File: src/logic/lpp_pkg.sv
// constants for the low-power polling configuration bank
package lpp_pkg;
   localparam int unsigned NUM_PROG = 8;
   localparam int unsigned NUM_GND = 14;
   localparam int unsigned FRAME_BITS = 32;
   localparam int unsigned DATA_BITS = 24;
   localparam int unsigned ADDR_BITS = 7;
   // frame fields
   localparam int unsigned ADDR_MSB = 31;
   localparam int unsigned ADDR_LSB = 25;
   localparam int unsigned RW_BIT = 24;
   localparam int unsigned DATA_MSB = 23;
   // reply fields
   localparam int unsigned RPL_FAULT_BIT = 23;
   localparam int unsigned RPL_INT_BIT = 22;
   localparam int unsigned RPL_DATA_MSB = 21;
   // register addresses
   localparam logic [6:0] ADDR_PROG_POLL_CUR = 7'h16;
   localparam logic [6:0] ADDR_GND_POLL_CUR = 7'h17;
   localparam logic [6:0] ADDR_PROG_SLOW_POLL = 7'h18;
   localparam logic [7:0] RST_PROG = 8'h00;
   localparam logic [13:0] RST_GND = 14'h0000;
   // slow polling divides the base rate by this factor
   localparam int unsigned SLOW_FACTOR = 4;
   localparam logic [1:0] SLOW_CNT_LAST = 2'h3;
   typedef enum logic [1:0] {LPP_CUR_NORMAL_GND, LPP_CUR_NORMAL_BAT, LPP_CUR_WETTING}
      lpp_cur_t;
endpackage

File: src/logic/lpp_spi_shift.sv
// spi slave frame shifter, mode 0, msb first
`timescale 1ns/1ps
module lpp_spi_shift (
   input wire logic clk,
   input wire logic rst,
   input wire logic sclk_pin,
   input wire logic cs_n_pin,
   input wire logic mosi_pin,
   output logic miso,
   output logic frame_done,
   output logic [31:0] frame_rx,
   output logic frame_start,
   input wire logic [31:0] reply_word
);
   logic [2:0] s1, s2;
   logic sclk_d, cs_n_d;
   logic [31:0] sh, next_sh, out_sh, next_out_sh;
   logic [5:0] cnt, next_cnt;
   logic [31:0] next_frame_rx;
   logic next_miso;
   logic rise, fall, start, stop;

   always_ff @(posedge clk or posedge rst) begin
      if (rst) begin
         // idle pin levels: cs high, sclk low, so no false start after reset
         s1 <= 3'h4;
         s2 <= 3'h4;
         sclk_d <= 1'b0;
         cs_n_d <= 1'b1;
      end else begin
         s1 <= {cs_n_pin, sclk_pin, mosi_pin};
         s2 <= s1;
         sclk_d <= s2[1];
         cs_n_d <= s2[2];
      end
   end

   assign rise = s2[1] & ~sclk_d & ~s2[2];
   assign fall = ~s2[1] & sclk_d & ~s2[2];
   assign start = ~s2[2] & cs_n_d;
   assign stop = s2[2] & ~cs_n_d;
   assign frame_start = start;

   always_comb begin
      next_sh = sh;
      next_cnt = cnt;
      next_out_sh = out_sh;
      next_miso = miso;
      next_frame_rx = frame_rx;
      frame_done = 1'b0;
      if (start) begin
         next_cnt = 6'h00;
         next_out_sh = reply_word;
         next_miso = reply_word[31];
      end else if (rise) begin
         next_sh = {sh[30:0], s2[0]};
         next_cnt = cnt + 6'h01;
      end else if (fall) begin
         next_out_sh = {out_sh[30:0], 1'b0};
         next_miso = out_sh[30];
      end
      // only a count of 32 edges counts; short frames are dropped, long ones too unless the 6-bit count wraps back to 32 (96 bits)
      if (stop && cnt == 6'(lpp_pkg::FRAME_BITS)) begin
         frame_done = 1'b1;
         next_frame_rx = sh;
      end
   end

   always_ff @(posedge clk or posedge rst) begin
      if (rst) begin
         sh <= 32'h0000_0000;
         cnt <= 6'h00;
         out_sh <= 32'h0000_0000;
         miso <= 1'b0;
         frame_rx <= 32'h0000_0000;
      end else begin
         sh <= next_sh;
         cnt <= next_cnt;
         out_sh <= next_out_sh;
         miso <= next_miso;
         frame_rx <= next_frame_rx;
      end
   end
endmodule

File: src/logic/lpp_config.sv
// low-power polling configuration registers with spi access
// Functional notes
// - bit 0 on programmable channel: normal current, battery 2.2 mA, ground 1.0 mA
// - bit 1 on programmable channel: use its programmed wetting current
// - each programmable channel has its own current select bit
// - bit 0 on ground channel: normal 1.0 mA polling current
// - bit 1 on ground channel: use its programmed wetting current
// - base polling rate comes from outside; slow bits only modify it
// - slow bit 1 polls the programmable input four times slower
// - register 0x16 holds programmable current bits 7..0, read-write
// - register 0x17 holds ground current bits 13..0, read-write
// - register 0x18 holds programmable slow bits 7..0, reset zero
// - reply: fault bit 23, interrupt bit 22, register data 21..0
`timescale 1ns/1ps
module lpp_config (
   input wire logic clk,
   input wire logic rst,
   input wire logic sclk_pin,
   input wire logic cs_n_pin,
   input wire logic mosi_pin,
   output logic miso,
   input wire logic fault_summary,
   input wire logic int_flag,
   input wire logic [7:0] prog_is_battery,
   input wire logic poll_tick,
   output lpp_pkg::lpp_cur_t prog_cur_sel [8],
   output lpp_pkg::lpp_cur_t gnd_cur_sel [14],
   output logic [7:0] prog_poll_now,
   output logic [13:0] gnd_poll_now,
   output logic [7:0] prog_poll_current_reg,
   output logic [13:0] gnd_poll_current_reg,
   output logic [7:0] prog_slow_poll_reg
);
   logic frame_done;
   logic [31:0] frame_rx;
   logic [31:0] reply_word;
   logic [6:0] last_addr, next_last_addr;
   logic [7:0] next_prog_cur;
   logic [13:0] next_gnd_cur;
   logic [7:0] next_prog_slow;
   logic [21:0] reg_data;
   logic [1:0] slow_cnt, next_slow_cnt;
   logic [6:0] f_addr;
   logic f_write;
   logic [23:0] f_data;

   lpp_spi_shift u_shift (
      .clk(clk),
      .rst(rst),
      .sclk_pin(sclk_pin),
      .cs_n_pin(cs_n_pin),
      .mosi_pin(mosi_pin),
      .miso(miso),
      .frame_done(frame_done),
      .frame_rx(frame_rx),
      .frame_start(),
      .reply_word(reply_word)
   );

   // fields of the received frame
   // frame field split
   assign f_addr = frame_rx[lpp_pkg::ADDR_MSB:lpp_pkg::ADDR_LSB];
   assign f_write = frame_rx[lpp_pkg::RW_BIT];
   assign f_data = frame_rx[lpp_pkg::DATA_MSB:0];

   // decode uses the sampled frame; frame_rx updates with frame_done
   logic pend, next_pend;

   always_comb begin
      next_prog_cur = prog_poll_current_reg;
      next_gnd_cur = gnd_poll_current_reg;
      next_prog_slow = prog_slow_poll_reg;
      next_last_addr = last_addr;
      next_pend = frame_done;
      if (pend) begin
         next_last_addr = f_addr;
         if (f_write) begin
            unique case (f_addr)
               lpp_pkg::ADDR_PROG_POLL_CUR: next_prog_cur = f_data[7:0];
               lpp_pkg::ADDR_GND_POLL_CUR: next_gnd_cur = f_data[13:0];
               lpp_pkg::ADDR_PROG_SLOW_POLL: next_prog_slow = f_data[7:0];
               default: next_last_addr = f_addr;
            endcase
         end
      end
   end

   always_ff @(posedge clk or posedge rst) begin
      if (rst) begin
         prog_poll_current_reg <= lpp_pkg::RST_PROG;
         gnd_poll_current_reg <= lpp_pkg::RST_GND;
         prog_slow_poll_reg <= lpp_pkg::RST_PROG;
         last_addr <= 7'h00;
         pend <= 1'b0;
      end else begin
         prog_poll_current_reg <= next_prog_cur;
         gnd_poll_current_reg <= next_gnd_cur;
         prog_slow_poll_reg <= next_prog_slow;
         last_addr <= next_last_addr;
         pend <= next_pend;
      end
   end

   // reply of a frame carries the register addressed by the previous frame;
   // a serial slave cannot know the address before it has been shifted in
   always_comb begin
      reg_data = 22'h000000;
      unique case (last_addr)
         lpp_pkg::ADDR_PROG_POLL_CUR: reg_data = {14'h0000, prog_poll_current_reg};
         lpp_pkg::ADDR_GND_POLL_CUR: reg_data = {8'h00, gnd_poll_current_reg};
         lpp_pkg::ADDR_PROG_SLOW_POLL: reg_data = {14'h0000, prog_slow_poll_reg};
         default: reg_data = 22'h000000;
      endcase
   end

   assign reply_word = {8'h00, fault_summary, int_flag, reg_data};

   // base rate tick from the low-power timer
   always_comb begin
      next_slow_cnt = slow_cnt;
      if (poll_tick) begin
         next_slow_cnt = (slow_cnt == lpp_pkg::SLOW_CNT_LAST) ? 2'h0 : slow_cnt + 2'h1;
      end
   end

   always_ff @(posedge clk or posedge rst) begin
      if (rst) begin
         slow_cnt <= 2'h0;
      end else begin
         slow_cnt <= next_slow_cnt;
      end
   end

   genvar i;
   generate
      for (i = 0; i < lpp_pkg::NUM_PROG; i++) begin : g_prog
         assign prog_cur_sel[i] = prog_poll_current_reg[i] ? lpp_pkg::LPP_CUR_WETTING :
            (prog_is_battery[i] ? lpp_pkg::LPP_CUR_NORMAL_BAT : lpp_pkg::LPP_CUR_NORMAL_GND);
         assign prog_poll_now[i] = poll_tick &
            (~prog_slow_poll_reg[i] | (slow_cnt == 2'h0));
      end
      for (i = 0; i < lpp_pkg::NUM_GND; i++) begin : g_gnd
         assign gnd_cur_sel[i] = gnd_poll_current_reg[i] ? lpp_pkg::LPP_CUR_WETTING :
            lpp_pkg::LPP_CUR_NORMAL_GND;
         assign gnd_poll_now[i] = poll_tick;
      end
   endgenerate
endmodule

File: config.mk
export PLATFORM = sky130hd
export DESIGN_NAME = lpp_config
export DESIGN_NICKNAME = d
export VERILOG_FILES = /design/src/logic/lpp_pkg.sv /design/src/logic/lpp_spi_shift.sv /design/src/logic/lpp_config.sv
export SDC_FILE = /design/constraint.sdc
export NUM_CORES = 1
export LEC_CHECK = 0
export ABC_AREA = 0
export BUFFER_PORTS_ARGS = -buffer_cell sky130_fd_sc_hd__buf_2
export CORE_AREA = 2 2 120 122
export DETAILED_ROUTE_END_ITERATION = 10
export DIE_AREA = 0 0 122 124
export PLACE_DENSITY = 0.73
export SLEW_MARGIN = 20
export SYNTH_ARGS = -nofsm -noshare
export SYNTH_HDL_FRONTEND = slang
export SYNTH_HIERARCHICAL = 1
export SYNTH_SLANG_ARGS = --single-unit
File: constraint.sdc
create_clock -name clk -period 5.4 [get_ports clk]
set_input_delay 1.35 -clock clk [delete_from_list [all_inputs] [get_ports clk]]
set_output_delay 1.35 -clock clk [all_outputs]
set_load 0.005 [all_outputs]
==> results.md, run 1 <==
- Num CTS Buffers: 17
- CTS tree: done
- # IOs: ~110
- Overall global routing resource usage: approximately 17%
- Max reg flops: 32
- Die ar.: approximately 15,000 um2
- Ant. Diodes: 0
- Post-CTS resize count: 0
- Clk pwr share: 49.1%
- H-tree levels: 4
- Final WL: 12,000 um
- Max Cap Viol: 0
- Combinational cell fraction of total power: between 5 and 6%
- Top reg by flops: u_shift/sh
- Antenna viol nets, final: 0
- # setup viols final: 0
- Die H: 124 um
- Post-layout min period: 3.53 ns
- Max_slew headroom: 29.5%
- Syn Inst Count: approximately 520
- Fmax: 0.283 GHz
- CP Capture Type: flip-flop
- Least-Margin Pin Slew: approximately 1.1 ns
- WP data arrival: ~4 ns
- Skew final: roughly 0.0071 ns
- Post-Place Cells: ~750
- Worst IR Drop VDD: 0.195 mV
- DIE WIDTH: 122 um
- DP HPWL: a little over 8000 um
- Synthesized cell area: roughly 6600 um2
- Outcome: complete, no violations
- Unrepaired setup endpoints after global routing: false
- Via density: 5.10
- P per Cell Area: 334 nW/um2
- Post-Layout Cell Count: 786
- Num rows: 43
- CP Launch Point: u_shift/s2[2]$_DFF_PP1_
- Largest fanout on the critical path: 37
- Worst slack, placed: between 2 and 2.5 ns
- Hold_sp: u_shift/s1[0]$_DFF_PP0_
- WL per Instance: 15.3 um
- Initial antenna violation count: 0
- Largest net degree at the start of global routing: 67
- CTS Sinks: 140
- Initial Util: approximately half
- First-pass GRT wire length: between 20,000 and 25,000 um
- # port buffers: 98
- Sequential share of power: 45.0%
- Iteration count of the initial detailed-routing pass: 4
- Worst-skew pair later-pin latency: 0.42 ns
- Slew Viols, Final: 0
- Sw Pwr: around 550 uW
- Final Cycle Share: 65.4%
- Initial DRC count: ~280
- Hold Buf Count CTS: 0
- Number of remaining DRC errors: 0
- Switching Share: between 20 and 25%
- Cell leakage power: ~4 nW
- PnR worst setup slack: around 1.9 ns
- P&R area growth vs syn: 14.2%
- Worst Path Required: 5.76 ns
- Clock Root Buffer: clkbuf_16
- Worst R2R Path Depth: 4
- Final setup TNS: 0 ns
- Worst-path clk slew: around 0.06 ns
- Core Area: 13,700 um2
- Worst hold path depth: 0
- Post-Syn Area per Cell: roughly 13 um2
- Startpoint Class: flip-flop
- Top flop regs: u_shift/sh: 32 flops, u_shift/out_sh: 31 flops, u_shift/frame_rx: 22 flops
- Setup CP Type: reg2reg
- CTS max path bufs: 2
- Worst r2r src: u_shift/s2[2]$_DFF_PP1_
- Final net count: a little over 600
- Final hold vios: 0
- Gpl congestion: between 0.7 and 0.8
- # Post-CTS Setup Buffers: 0
- Vias: 4,006
- Int Pwr: 1.97 mW
- Layout cells sized above 1: between 30 and 40%
- Synth warnings: 6
- Vias in the first global route: 3,954
- Hold Crit Class: reg2reg
- Total grt overflow: 0
[metrics by stage]
stage / power [mW] / utilization, % / instance area (um2) / hold WS [ns]
after floorplan: 1.26 / - / 6720 / 0.331
after global placement: 1.29 / 50.4 / 6910 / 0.334
after detailed placement: 1.30 / 50.4 / 6910 / 0.336
after CTS: 2.55 / 55.1 / 7550 / 0.348
after global routing: 2.62 / 55.1 / 7550 / 0.350
final: 2.52 / 55.1 / 7550 / 0.348
[power groups by stage]
stage / clock (mW) / sequential [mW] / combinational, mW
finish: 1.24 / 1.13 / 0.150
global route: 1.31 / 1.14 / 0.175
CTS: 1.26 / 1.13 / 0.154
detailed placement: 0 / 1.15 / 0.153
global placement: 0 / 1.15 / 0.142
floorplan: 0 / 1.14 / 0.127
[cells in the final DEF, fill, tap and decap left out, types with 2 or more instances in the layout]
| master | n |
|---|---|
| a22oi_1 | 14 |
| xnor2_1 | 2 |
| o21ai_0 | 18 |
| conb_1 | 30 |
| clkbuf_8 | 4 |
| a21boi_0 | 8 |
| nor2_1 | 22 |
| nor3b_2 | 4 |
| clkinvlp_4 | 2 |
| and2_1 | 7 |
| or3_1 | 2 |
| buf_4 | 4 |
| clkbuf_16 | 17 |
| nand2_1 | 23 |
| a21oi_1 | 34 |
| buf_2 | 98 |
| mux2i_1 | 15 |
| dfstp_2 | 3 |
| ha_1 | 4 |
| mux2_1 | 3 |
| bufinv_16 | 4 |
| a32o_1 | 8 |
| nand3_1 | 3 |
| mux2_2 | 59 |
| clkinv_2 | 4 |
| nor2b_1 | 9 |
| a22o_1 | 8 |
| inv_1 | 8 |
| mux2_4 | 29 |
| nand4_4 | 3 |
| dfrtp_1 | 137 |
| o211ai_1 | 2 |
[worst paths after layout]
kind | to | slack (ns)
max | u_shift/cnt[5]$_DFFE_PP0P_ | 1.87
min | u_shift/s2[0]$_DFF_PP0_ | 0.35
max reg2reg | u_shift/cnt[5]$_DFFE_PP0P_ | 1.87
min reg2reg | u_shift/s2[0]$_DFF_PP0_ | 0.35
max in group asynchronous | u_shift/frame_rx[3]$_DFFE_PP0P_ | 3.36
min in group asynchronous | gnd_poll_current_reg[9]$_DFFE_PP0P_ | 1.09
[per-layer routing]
metal	wire length, um	up-vias	part of all wire, %	global-route usage (%)
li1	-	1900	-	-
met4	257	0	2.1	8.12
met3	443	19	3.7	3.89
met1	5120	1992	43	21.9
met2	6180	95	51	28.8
met5	0	-	0	0
[critical path: stages, from the launching register on]
cell and delay [ns]:
dfstp_2 0.81, nand2b_1 0.68, clkinv_1 1.07, or4_1 0.80, nand2_1 0.08
[layout make-up]
| cell class | count | area [um2] |
|---|---|---|
| clock inverter | 11 | 164 |
| multi-input combinational | 322 | 2620 |
| sequential | 140 | 3510 |
| clock buffer | 21 | 480 |
| tap | 180 | 225 |
| inverter | 10 | 40.0 |
| fill | 1140 | 6160 |
| timing repair buffer | 102 | 520 |
Power figures use the tool's default switching activity.
==> inputs of run 2 (changes only) <==
--- a/config.mk
+++ b/config.mk
@@ -7,10 +7,10 @@
 export LEC_CHECK = 0
 export ABC_AREA = 0
 export BUFFER_PORTS_ARGS = -buffer_cell sky130_fd_sc_hd__buf_2
-export CORE_AREA = 2 2 120 122
+export CORE_AREA = 2 2 121 123
 export DETAILED_ROUTE_END_ITERATION = 10
-export DIE_AREA = 0 0 122 124
-export PLACE_DENSITY = 0.73
+export DIE_AREA = 0 0 123 125
+export PLACE_DENSITY = 0.75
 export SLEW_MARGIN = 20
 export SYNTH_ARGS = -nofsm -noshare
 export SYNTH_HDL_FRONTEND = slang
==> constraint.sdc (replaced) <==
create_clock -name clk -period 3.04 [get_ports clk]
set_input_delay 0.76 -clock clk [delete_from_list [all_inputs] [get_ports clk]]
set_output_delay 0.76 -clock clk [all_outputs]
set_load 0.005 [all_outputs]
==> run 2 against run 1 <==
  * Design area is 0.23% lower
  * Hold slack improved by 0.0094 ns
  * Critical endpoint is now prog_poll_now[2]
  * Highest routed layer unchanged
  * Die area grew 1.6%
  * Routed wire length rose by 5.7%
  * Clock-buffer cell count decreased by 2
  * Final cell count grew 0.89%
  * Sequential share of layout area grew 0.11 points
  * Clock skew decreased by 0.00068 ns
==> results.md, run 2 (synthesized netlist as in run 1, its figures left out) <==
- DP HPWL: 8450 um (was 8120 um)
- Post-layout min period: around 2.3 ns
- Final net count: 616 (was 613)
- Post-route cell area: 7540 um2 (was 7550 um2)
- Most frequent cells in the layout: dfrtp_1, buf_2, mux2_2, a21oi_1, conb_1 (unchanged)
- DIE WIDTH: 123 um (was 122 um)
- Setup CP Type: reg2out (was reg2reg)
- Outcome: complete, no violations (unchanged)
- Clock Root Buffer: clkbuf_16 (unchanged)
- Delay-heaviest family, CP: flip-flops (was simple AND/OR/NAND/NOR gates)
- Antenna viol nets, final: 0 (unchanged)
- P per Cell Area: 570 nW/um2 (was 334 nW/um2)
- Startpoint Class: flip-flop (unchanged)
- Top flop regs: u_shift/sh: 32 flops, u_shift/out_sh: 31 flops, u_shift/frame_rx: 22 flops (unchanged)
- Worst-skew pair later-pin latency: 0.41 ns (was 0.42 ns)
- Final WL: 12,700 um (was 12,000 um)
- Num rows: 44 (was 43)
- # port buffers: 98 (unchanged)
- H-tree levels: 4 (unchanged)
- WP data arrival: 1.52 ns (was 3.89 ns)
- Die ar.: 15,400 um2 (was 15,100 um2)
- Critical path depth in cells: 5 (was 4)
- Final Cycle Share: between 70% and 80%
- Initial Util: 46.6% (was 48.2%)
- Worst-path clk slew: 0.06 ns (about the same)
- Worst Path Required: 2.28 ns (was 5.76 ns)
- CTS Sinks: 140 (unchanged)
- Top reg by flops: u_shift/sh (unchanged)
- # IOs: 113 (unchanged)
- Vias: 4,054 (was 4,006)
- Critical Path Max Stage Delay: 0.38 ns (was 1.07 ns)
- # setup viols final: 0 (unchanged)
- Die H: 125 um (was 124 um)
- Crit-path slowest cell: dfrtp_1 (was clkinv_1)
- Ant. Diodes: 0 (unchanged)
- P&R area growth vs syn: 14.0% (was 14.2%)
- PnR worst setup slack: 0.756 ns (was 1.87 ns)
- Hold Buf Count CTS: 0 (unchanged)
- Gpl congestion: 0.798 (was 0.743)
- First-pass GRT wire length: 20,900 um (was 20,100 um)
- Commonest non-fill, non-tap cell in the layout: dfrtp_1 (unchanged)
- Largest fanout on the critical path: 8 (was 37)
- Max reg flops: 32 (unchanged)
- Via density: 5.11 (was 5.10)
- Cell leakage power: 3.90 nW (was 3.91 nW)
- Number of remaining DRC errors: 0 (unchanged)
- Core Area: 14,200 um2 (was 13,700 um2)
- Fillers: 1,217 (was 1,140)
- Least-Margin Pin Slew: 0.636 ns (was 1.05 ns)
- Initial DRC count: 193 (was 275)
- Worst R2R Path Depth: 3 (was 4)
- Slew Viols, Final: 0 (unchanged)
- Skew final: 0.00640 ns (was 0.00708 ns)
- CP Capture Type: primary output (was flip-flop)
- Final hold vios: 0 (unchanged)
- Worst IR Drop VDD: 0.532 mV (was 0.195 mV)
- Unrepaired setup endpoints after global routing: false (unchanged)
- CP most frequent cell: inv_1
- Initial antenna violation count: 0 (unchanged)
- Iteration count of the initial detailed-routing pass: 4 (unchanged)
- Layout cells sized above 1: 39.4% (was 39.3%)
- Max_slew headroom: 57.5% (was 29.5%)
- WP buf/inv: 3 (was 1)
- # Post-CTS Setup Buffers: 0 (unchanged)
- Largest net degree at the start of global routing: 101 (was 67)
- CP Cell Sequence: inv_1 > ha_1 > inv_1 > a21boi_0 > buf_2 (was nand2b_1 > clkinv_1 > or4_1 > nand2_1)
- Overall global routing resource usage: 17.5% (was 17.4%)
- Worst slack, placed: 0.772 ns (was 2.04 ns)
- Max Cap Viol: 0 (unchanged)
- Post-CTS resize count: 0 (unchanged)
- Worst hold path depth: 0 (unchanged)
- DP Area: 6950 um2 (was 6910 um2)
- WL per Instance: 16.0 um (was 15.3 um)
- Post-layout util: 53.1% (was 55.1%)
- Num CTS Buffers: 17 (unchanged)
- Final setup TNS: 0 ns (unchanged)
- Total grt overflow: 0 (unchanged)
- CTS max path bufs: 2 (unchanged)
- Vias in the first global route: 4,148 (was 3,954)
- Fmax: between 0.4 and 0.5 GHz
- Hold Crit Class: reg2reg (unchanged)
- CTS tree: done (unchanged)
run 2: cell types whose count changed in the layout (fill, tap and decap cells not counted), sizes merged:
cell    delta
clkinv     +2
inv        +2
clkbuf     -2
bufinv     -2
buf        +3
run 2: power by group:
part	switching (mW)	internal (mW)
combinational	0.158	0.108
sequential	0.0681	1.95
clock	0.779	1.23
run 2: cell type report:
cell class | count | area, um2 | share of cell area, %
clock buffers | 19 | 443 | 5.88
clock inverters | 13 | 143 | 1.89
inverters | 10 | 41.3 | 0.548
multi-input cells | 322 | 2620 | 34.7
flip-flops and latches | 140 | 3510 | 46.5
well taps | 184 | 230 | 3.05
repair buffers | 105 | 556 | 7.37
run 2: worst paths after layout:
check                      slack, ns                                   end               startpoint
max in group asynchronous       2.15              u_shift/cs_n_d$_DFF_PP1_                      rst
min                             0.36               u_shift/s2[1]$_DFF_PP0_  u_shift/s1[1]$_DFF_PP0_
max                             0.76                      prog_poll_now[2]  slow_cnt[0]$_DFFE_PP0P_
min reg2reg                     0.36               u_shift/s2[1]$_DFF_PP0_  u_shift/s1[1]$_DFF_PP0_
max reg2reg                     0.76      u_shift/frame_rx[26]$_DFFE_PP0P_  u_shift/s2[2]$_DFF_PP1_
min in group asynchronous       0.49  gnd_poll_current_reg[11]$_DFFE_PP0P_                      rst
run 2: per-layer routing:
metal	track usage, %	up-vias	routed length, um
met1	21.5	2052	5340
met3	5.16	12	475
met2	29.0	77	6720
met5	0	-	0
met4	6.62	0	144
li1	-	1913	-
run 2: metrics by stage:
stage | std cells | power (mW) | hold slack [ns]
floorplan | 550 | 2.25 | 0.331
global placement | 761 | 2.30 | 0.340
detailed placement | 761 | 2.32 | 0.350
CTS | 793 | 4.34 | 0.356
global route | 793 | 4.49 | 0.367
finish | 793 | 4.30 | 0.357
